File: src/common/ccd_pkg.sv
// constants, field layout and types of the output-pair divider block
// assumes a 32-bit APB register slave, one word per register index
package ccd_pkg;

  // register indices; byte address is four times the index
  localparam int CCD_IDX_W = 10;
  localparam int CCD_ADDR_W = 12;
  localparam logic [9:0] CCD_IDX_D1_ROUTE = 10'h195;
  localparam logic [9:0] CCD_IDX_D2_COUNTS = 10'h196;
  localparam logic [9:0] CCD_IDX_D2_CTRL = 10'h197;
  localparam logic [9:0] CCD_IDX_D2_ROUTE = 10'h198;
  localparam logic [9:0] CCD_IDX_STATUS = 10'h199;
  localparam logic [9:0] CCD_IDX_IN_SEL = 10'h1E1;

  // field positions
  localparam int CCD_LOW_LSB = 4;
  localparam int CCD_HIGH_LSB = 0;
  localparam int CCD_BIT_BYPASS = 7;
  localparam int CCD_BIT_NOSYNC = 6;
  localparam int CCD_BIT_FORCE = 5;
  localparam int CCD_BIT_START = 4;
  localparam int CCD_PHASE_LSB = 0;
  localparam int CCD_BIT_DIRECT = 1;
  localparam int CCD_BIT_DUTY_CORRECT_DISABLE = 0;
  localparam int CCD_BIT_SEL_OSC = 1;
  localparam int CCD_BIT_SEL_BYP = 0;

  // reset values
  localparam logic [7:0] CCD_RST_COUNTS = 8'h00;
  localparam logic [7:0] CCD_RST_CTRL = 8'h00;
  localparam logic [1:0] CCD_RST_ROUTE = 2'h0;
  localparam logic [1:0] CCD_RST_IN_SEL = 2'h0;

  // input-select codes
  localparam logic [1:0] CCD_SEL_EXT = 2'h0;
  localparam logic [1:0] CCD_SEL_BYP = 2'h1;
  localparam logic [1:0] CCD_SEL_OSC = 2'h2;

  typedef struct packed {
    logic [3:0] lowCnt;
    logic [3:0] highCnt;
    logic bypass;
    logic noSync;
    logic forceHigh;
    logic startHigh;
    logic [3:0] phase;
  } ccd_div_cfg_t;

  typedef struct packed {
    logic direct;
    logic duty_correct_disable;
  } ccd_route_t;

  typedef enum logic [3:0] {
    CCD_HOLD = 4'h1,
    CCD_DELAY = 4'h2,
    CCD_LOW = 4'h4,
    CCD_HIGH = 4'h8
  } ccd_state_t;

endpackage : ccd_pkg

File: src/design/ccd_channel_clock_divider.sv
// output-pair divider block: APB registers, input select, pair routing
// assumes oscillator, external and upstream-divided clocks arrive as
// levels synchronous to mclk; one zero-wait APB slave
`timescale 1ns/1ps
`default_nettype none
module ccd_channel_clock_divider
  import ccd_pkg::*;
(
  input wire logic mclk,
  input wire logic rst_n,
  input wire logic psel,
  input wire logic penable,
  input wire logic pwrite,
  input wire logic [CCD_ADDR_W-1:0] paddr,
  input wire logic [31:0] pwdata,
  input wire logic [3:0] pstrb,
  output logic [31:0] prdata,
  output logic pready,
  output logic pslverr,
  input wire logic oscClk,
  input wire logic extClk,
  input wire logic upDivClk,
  input wire logic div1Clk,
  input wire logic syncReq,
  output logic upDivSrc,
  output logic pair1OutA,
  output logic pair1OutB,
  output logic pair2OutA,
  output logic pair2OutB,
  output logic dutyCorrect1,
  output logic dutyCorrect2
);

  // register storage
  ccd_route_t d1Route;
  ccd_route_t d2Route;
  logic [7:0] d2Counts;
  logic [7:0] d2Ctrl;
  logic [1:0] inSel;

  // address decode
  wire [CCD_IDX_W-1:0] regIdx = paddr[CCD_ADDR_W-1:2];
  wire aligned = (paddr[1:0] == 2'h0);
  wire hitD1Route = aligned & (regIdx == CCD_IDX_D1_ROUTE);
  wire hitD2Counts = aligned & (regIdx == CCD_IDX_D2_COUNTS);
  wire hitD2Ctrl = aligned & (regIdx == CCD_IDX_D2_CTRL);
  wire hitD2Route = aligned & (regIdx == CCD_IDX_D2_ROUTE);
  wire hitStatus = aligned & (regIdx == CCD_IDX_STATUS);
  wire hitInSel = aligned & (regIdx == CCD_IDX_IN_SEL);
  wire anyHit = hitD1Route | hitD2Counts | hitD2Ctrl | hitD2Route |
    hitStatus | hitInSel;
  wire accessPhase = psel & penable;
  wire setupPhase = psel & ~penable;
  wire wrByte = accessPhase & pwrite & anyHit & pstrb[0];
  wire [7:0] wrData = pwdata[7:0];

  // divider state seen by software
  logic div2Level;
  logic div2Running;
  wire [7:0] statusWord = {4'h0, pair2OutA, pair1OutA, div2Level,
    div2Running};

  wire [7:0] rdD1Route = {6'h00, d1Route.direct, d1Route.duty_correct_disable};
  wire [7:0] rdD2Route = {6'h00, d2Route.direct, d2Route.duty_correct_disable};
  wire [7:0] rdInSel = {6'h00, inSel};
  wire [7:0] rdByte = hitD1Route ? rdD1Route :
    hitD2Counts ? d2Counts :
    hitD2Ctrl ? d2Ctrl :
    hitD2Route ? rdD2Route :
    hitStatus ? statusWord :
    hitInSel ? rdInSel : 8'h00;

  // zero-wait slave; unmapped or misaligned access answers with error
  assign pready = 1'b1;
  assign pslverr = accessPhase & ~anyHit;

  always_ff @(posedge mclk) begin
    if (!rst_n) begin
      prdata <= 32'h00000000;
    end else if (setupPhase) begin
      prdata <= {24'h000000, rdByte};
    end
  end

  always_ff @(posedge mclk) begin
    if (!rst_n) begin
      d1Route <= CCD_RST_ROUTE;
      d2Route <= CCD_RST_ROUTE;
      d2Counts <= CCD_RST_COUNTS;
      d2Ctrl <= CCD_RST_CTRL;
      inSel <= CCD_RST_IN_SEL;
    end else if (wrByte) begin
      if (hitD1Route) begin
        d1Route <= {wrData[CCD_BIT_DIRECT], wrData[CCD_BIT_DUTY_CORRECT_DISABLE]};
      end
      if (hitD2Counts) begin
        d2Counts <= wrData;
      end
      if (hitD2Ctrl) begin
        d2Ctrl <= wrData;
      end
      if (hitD2Route) begin
        d2Route <= {wrData[CCD_BIT_DIRECT], wrData[CCD_BIT_DUTY_CORRECT_DISABLE]};
      end
      if (hitInSel) begin
        inSel <= wrData[1:0];
      end
    end
  end

  // field unpacking for the second-pair divider
  wire ccd_div_cfg_t div2Cfg = '{
    lowCnt: d2Counts[CCD_LOW_LSB +: 4],
    highCnt: d2Counts[CCD_HIGH_LSB +: 4],
    bypass: d2Ctrl[CCD_BIT_BYPASS],
    noSync: d2Ctrl[CCD_BIT_NOSYNC],
    forceHigh: d2Ctrl[CCD_BIT_FORCE],
    startHigh: d2Ctrl[CCD_BIT_START],
    phase: d2Ctrl[CCD_PHASE_LSB +: 4]
  };

  // input select: bypass of the upstream divider wins over the
  // oscillator choice, so code 11b behaves as 01b
  wire upBypass = inSel[CCD_BIT_SEL_BYP];
  wire oscChosen = inSel[CCD_BIT_SEL_OSC] & ~upBypass;
  wire next_upDivSrc = oscChosen ? oscClk : extClk;
  wire distClk = upBypass ? extClk : upDivClk;

  ccd_divider u_div2 (
    .mclk(mclk),
    .rst_n(rst_n),
    .inClk(distClk),
    .syncReq(syncReq),
    .cfg(div2Cfg),
    .outLevel(div2Level),
    .running(div2Running)
  );

  // pair routing: direct route replaces the divider only for 10b or 00b
  wire d1Osc = d1Route.direct & (inSel == CCD_SEL_OSC);
  wire d1Ext = d1Route.direct & (inSel == CCD_SEL_EXT);
  wire d2Osc = d2Route.direct & (inSel == CCD_SEL_OSC);
  wire d2Ext = d2Route.direct & (inSel == CCD_SEL_EXT);
  wire next_pair1 = d1Osc ? oscClk : d1Ext ? extClk : div1Clk;
  wire next_pair2 = d2Osc ? oscClk : d2Ext ? extClk : div2Level;

  always_ff @(posedge mclk) begin
    if (!rst_n) begin
      upDivSrc <= 1'b0;
      pair1OutA <= 1'b0;
      pair1OutB <= 1'b0;
      pair2OutA <= 1'b0;
      pair2OutB <= 1'b0;
    end else begin
      upDivSrc <= next_upDivSrc;
      pair1OutA <= next_pair1;
      pair1OutB <= next_pair1;
      pair2OutA <= next_pair2;
      pair2OutB <= next_pair2;
    end
  end

  // duty correction stage enables per pair
  assign dutyCorrect1 = ~d1Route.duty_correct_disable;
  assign dutyCorrect2 = ~d2Route.duty_correct_disable;
endmodule : ccd_channel_clock_divider
`default_nettype wire

File: src/design/ccd_divider.sv
// one output-pair divider counting rising edges of a sampled input clock
// assumes inClk is a level synchronous to mclk
`timescale 1ns/1ps
`default_nettype none
module ccd_divider
  import ccd_pkg::*;
(
  input wire logic mclk,
  input wire logic rst_n,
  input wire logic inClk,
  input wire logic syncReq,
  input wire ccd_div_cfg_t cfg,
  output logic outLevel,
  output logic running
);

  ccd_state_t state;
  ccd_state_t next_state;
  logic [3:0] cnt;
  logic [3:0] next_cnt;
  logic inPrev;
  logic next_level;

  wire rise = inClk & ~inPrev;
  wire syncHold = (syncReq & ~cfg.noSync) | cfg.bypass;
  wire forceOn = ~cfg.bypass & cfg.noSync & syncReq;
  wire ccd_state_t startState = cfg.startHigh ? CCD_HIGH : CCD_LOW;
  wire phaseDone = (cnt == cfg.phase - 4'h1);

  always_comb begin
    next_state = state;
    next_cnt = cnt;
    case (state)
      CCD_HOLD: begin
        next_cnt = 4'h0;
        if (!syncHold) begin
          next_state = (cfg.phase == 4'h0) ? startState : CCD_DELAY;
        end
      end
      CCD_DELAY: begin
        if (rise) begin
          next_cnt = cnt + 4'h1;
          if (phaseDone) begin
            next_state = startState;
            next_cnt = 4'h0;
          end
        end
      end
      CCD_LOW: begin
        if (rise) begin
          next_cnt = cnt + 4'h1;
          if (cnt == cfg.lowCnt) begin
            next_state = CCD_HIGH;
            next_cnt = 4'h0;
          end
        end
      end
      CCD_HIGH: begin
        if (rise) begin
          next_cnt = cnt + 4'h1;
          if (cnt == cfg.highCnt) begin
            next_state = CCD_LOW;
            next_cnt = 4'h0;
          end
        end
      end
      default: begin
        next_state = CCD_HOLD;
        next_cnt = 4'h0;
      end
    endcase
    if (syncHold) begin
      next_state = CCD_HOLD;
      next_cnt = 4'h0;
    end
  end

  // output follows the next state so it lines up with the state register
  always_comb begin
    next_level = (next_state == CCD_HIGH) |
      (((next_state == CCD_HOLD) | (next_state == CCD_DELAY)) &
       cfg.startHigh);
    if (cfg.bypass) begin
      next_level = inClk;
    end else if (forceOn) begin
      next_level = cfg.forceHigh;
    end
  end

  always_ff @(posedge mclk) begin
    if (!rst_n) begin
      state <= CCD_HOLD;
      cnt <= 4'h0;
      inPrev <= 1'b0;
      outLevel <= 1'b0;
    end else begin
      state <= next_state;
      cnt <= next_cnt;
      inPrev <= inClk;
      outLevel <= next_level;
    end
  end

  assign running = (state == CCD_LOW) | (state == CCD_HIGH);
endmodule : ccd_divider
`default_nettype wire

File: config.mk
export PLATFORM = sky130hd
export DESIGN_NAME = ccd_channel_clock_divider
export DESIGN_NICKNAME = d
export VERILOG_FILES = /design/src/common/ccd_pkg.sv /design/src/design/ccd_channel_clock_divider.sv /design/src/design/ccd_divider.sv
export SDC_FILE = /design/constraint.sdc
export NUM_CORES = 1
export LEC_CHECK = 0
export BUFFER_PORTS_ARGS = -buffer_cell sky130_fd_sc_hd__buf_4
export CAP_MARGIN = 20
export CORE_ASPECT_RATIO = 1.75
export CORE_UTILIZATION = 50
export CTS_CLUSTER_SIZE = 24
export DETAILED_ROUTE_END_ITERATION = 10
export MAX_ROUTING_LAYER = met4
export PLACE_DENSITY = 0.92
export SETUP_SLACK_MARGIN = 0.02
export SYNTH_ARGS = -nofsm -noshare
export SYNTH_HDL_FRONTEND = slang
export SYNTH_SLANG_ARGS = --single-unit
File: constraint.sdc
create_clock -name mclk -period 2 [get_ports mclk]
set_clock_uncertainty 0.05 [all_clocks]
set_input_delay 0.2 -clock mclk [delete_from_list [all_inputs] [get_ports mclk]]
set_output_delay 0.2 -clock mclk [all_outputs]
set_load 0.01 [all_outputs]
==> flow_summary.toml <==
[global_route]
grt_usage_pct = 25.7
grt_pass1_wl_microns = 11200
grt_max_degree = 38
grt_pass1_vias = 2514
antenna_found_initial = 0
grt_overflow = 0

[setup_path]
rrSetupSlack_ns = 0.04
reg2reg_to = "u_div2.outLevel"
cp-end-kind = "flop"
critPathArrivalTime_ns = 2.10
crit_required_ns = 2.14
crit_path_end = "u_div2.outLevel"
worst-path-max-fanout = 7
r2r.worst_path.cells = 5
startpoint = "inSel[0]"
start_kind = "flop"
r2r_start = "inSel[0]"
critPathKind = "flop to flop"

[clocking]
cts_tree = "built"
htreeDepth = 2
clock_latency_ns = 0.29
clockRootBuffer = "clkbuf_8"
clk_path_buf_depth = 2
cts_sinks = 43
cts_buffers = 5
holdBufCountCts = 0
clk_pin_slew_ns = 0.08

[layout]
diodes = 0
drive_gt1_share_pct = 26.6
design_area_sq_mm = 0.00332
final_nets = 443
syn2layout_area_growth_pct = 20.5
final_util_pct = 62.6

[synthesis]
synth.most_common_cell = "dfxtp_1"
ys_seq_area_share_pct = 31.3
synth_edf_count = 0
syn_area_per_cell_sq_um = 8.45
syn-cell-area_sq_mm = 0.00275
yosys.area.top_type_share_pct = 31.3
async_flop_share_pct = 0
yosysTopAreaCell = "dfxtp_1"
synth_warnings = 0
ys_ff_latch = 43
synth_cell_types = 56
post_synth_inst_count = 326
synth.cells.most_frequent = "43 x dfxtp_1, 28 x buf_4, 25 x nand2_1"
synth_top_flop_cell = "dfxtp_1"
synth.area.top_cells = "dfxtp_1 31%, buf_4 7.6%, mux2i_1 5.5%"

[hold_path]
hp-class = "input port to flop"

[power_and_ir_drop]
p_int_w = 0.00120
p_comb_share_pct = 13.2
cellPowerDensity_mw_per_mm2 = 491
ir_drop_mv = 0.722
seqPwrFrac_pct = 53.7
swShare_pct = 26.1
p_sw_w = 0.000426
p_leak_nw = 1.33
power_frac_clock_pct = 33.0

[detailed_routing]
wl_per_cell_microns = 15.2
drc = 0
routed_via_density = 5.60
wirelength_microns = 6950
drt_iter0_markers = 89
ant_nets = 0
dr.pass1.iters = 4
vias = 2564

[sta]
setup_viol = 0
drv_slew = 0
max_freq_mhz = 509
rsz0062_at_grt = "true"
final_period_minus_worst_setup_slack_ns = 1.96
finalSetupTns_ns = 0
fin_crit_sh_pct = 98.2
worstMarginPinSlew_ns = 0.622
relSlewSlack_pct = 57.3
hold_violations = 0
whs_ns = 0.131
finalWorstSetupSlack_ns = 0.0366

[placed_design]
pre_cts_ws_ns = 0.0108
place_area_sq_mm = 0.00316
routabilityCongestion = 0.924
dpl.hpwl_microns = 5300
io_buffers = 46

[die]
dieHeight_microns = 100
dieArea_sq_mm = 0.00582
start_util_pct = 52.0
io_pins = 99
core_area_sq_mm = 0.00530
rows = 35
fp.dieW_microns = 58.1

[status]
status = "complete, no violations"

[run]
maxCapViolations = 0
## routing by layer
metal	up-vias	global-route usage, %	share of wire, %
met5	-	-	0
met4	0	17.0	6.3
met3	34	2.71	4.8
met2	120	44.6	53
met1	1192	26.6	36
li1	1218	-	-
## logic make-up (layout without fill, tap and decap cells)
group / after synthesis / after routing / synth area share, %
DFF: 43 / 43 / 31.3
AOI/OAI and AO/OA: 70 / 70 / 16.9
and+or+nand+nor: 123 / 123 / 26.6
other: 2 / 25 / 0.273
adders and majority gates: 2 / 2 / 0.909
muxes: 15 / 15 / 5.45
buffers and inverters: 56 / 91 / 13.2
xor gates and xnor gates: 15 / 15 / 5.32
## power groups by stage
stage	Sequential, W	Combinational (W)	Clock, W
floorplan	0.000899	0.000147	0
global placement	0.000895	0.000206	0
detailed placement	0.000896	0.000209	0
CTS	0.000876	0.000210	0.000545
global route	0.000877	0.000235	0.000579
finish	0.000876	0.000215	0.000538
## worst min-delay path by stage
| stage | endpoint | cells after the start | from |
|---|---|---|---|
| after floorplan | d2Counts[1] | 2 | pwdata[1] |
| after global placement | d1Route[0] | 2 | d1Route[0] |
| after detailed placement | d1Route[0] | 2 | d1Route[0] |
| after CTS | d2Counts[4] | 3 | pwdata[4] |
| after global routing | d2Counts[4] | 3 | pwdata[4] |
| final | d2Counts[4] | 3 | pwdata[4] |
## timing repair
action / in CTS / in global routing
gates resized for setup: 2 / 13
endpoints found under the hold margin: 0 / 0
buffers inserted: 0 / 1
endpoints found under the setup margin: 2 / 3
pin swaps: 0 / 5
## placed cells by master, fill, tap and decap left out, drive strengths merged, types with 10 or more instances in the layout
cell type / Yosys / layout
a21boi: 14 / 14
a21oi: 14 / 14
buf: 37 / 72
conb: 2 / 25
dfxtp: 43 / 43
inv: 11 / 11
mux2i: 15 / 15
nand2: 25 / 25
nand3: 15 / 15
nor2: 19 / 19
nor2b: 15 / 15
o21ai: 18 / 18
xor2: 10 / 10
## sequential cells by signal, indices dropped and copies added (netlist names)
register         cells
d2Route              2
d2Ctrl               8
d1Route              2
u_div2.outLevel      1
pair2OutB            1
pair1OutB            1
prdata               8
upDivSrc             1
u_div2.cnt           4
inSel                2
u_div2.state         4
u_div2.inPrev        1
d2Counts             8
## layout make-up
type                       count  area [sq um]
fill                         452          1980
timing repair buffer          72           553
multi-input combinational    250          1680
inverter                      11          41.3
sequential                    43           863
clock inverter                 3          15.0
clock buffer                   5          68.8
tap                           74          92.6
## through the flow
| step | std cells | power, W |
|---|---|---|
| 3_5_place_dp | 449 | 0.00111 |
| 4_1_cts | 457 | 0.00163 |
| 3_3_place_gp | 449 | 0.00110 |
| 6_report | 458 | 0.00163 |
| 2_1_floorplan | 349 | 0.00105 |
| 5_1_grt | 458 | 0.00169 |
## worst max-delay path: stages (launching register included)
cell and delay [ns]:
dfxtp_1 0.36, mux2i_1 0.56, nor2_2 0.19, a31oi_1 0.36
a21boi_2 0.10, o2111a_1 0.24
(Power assumes the default switching activity.)
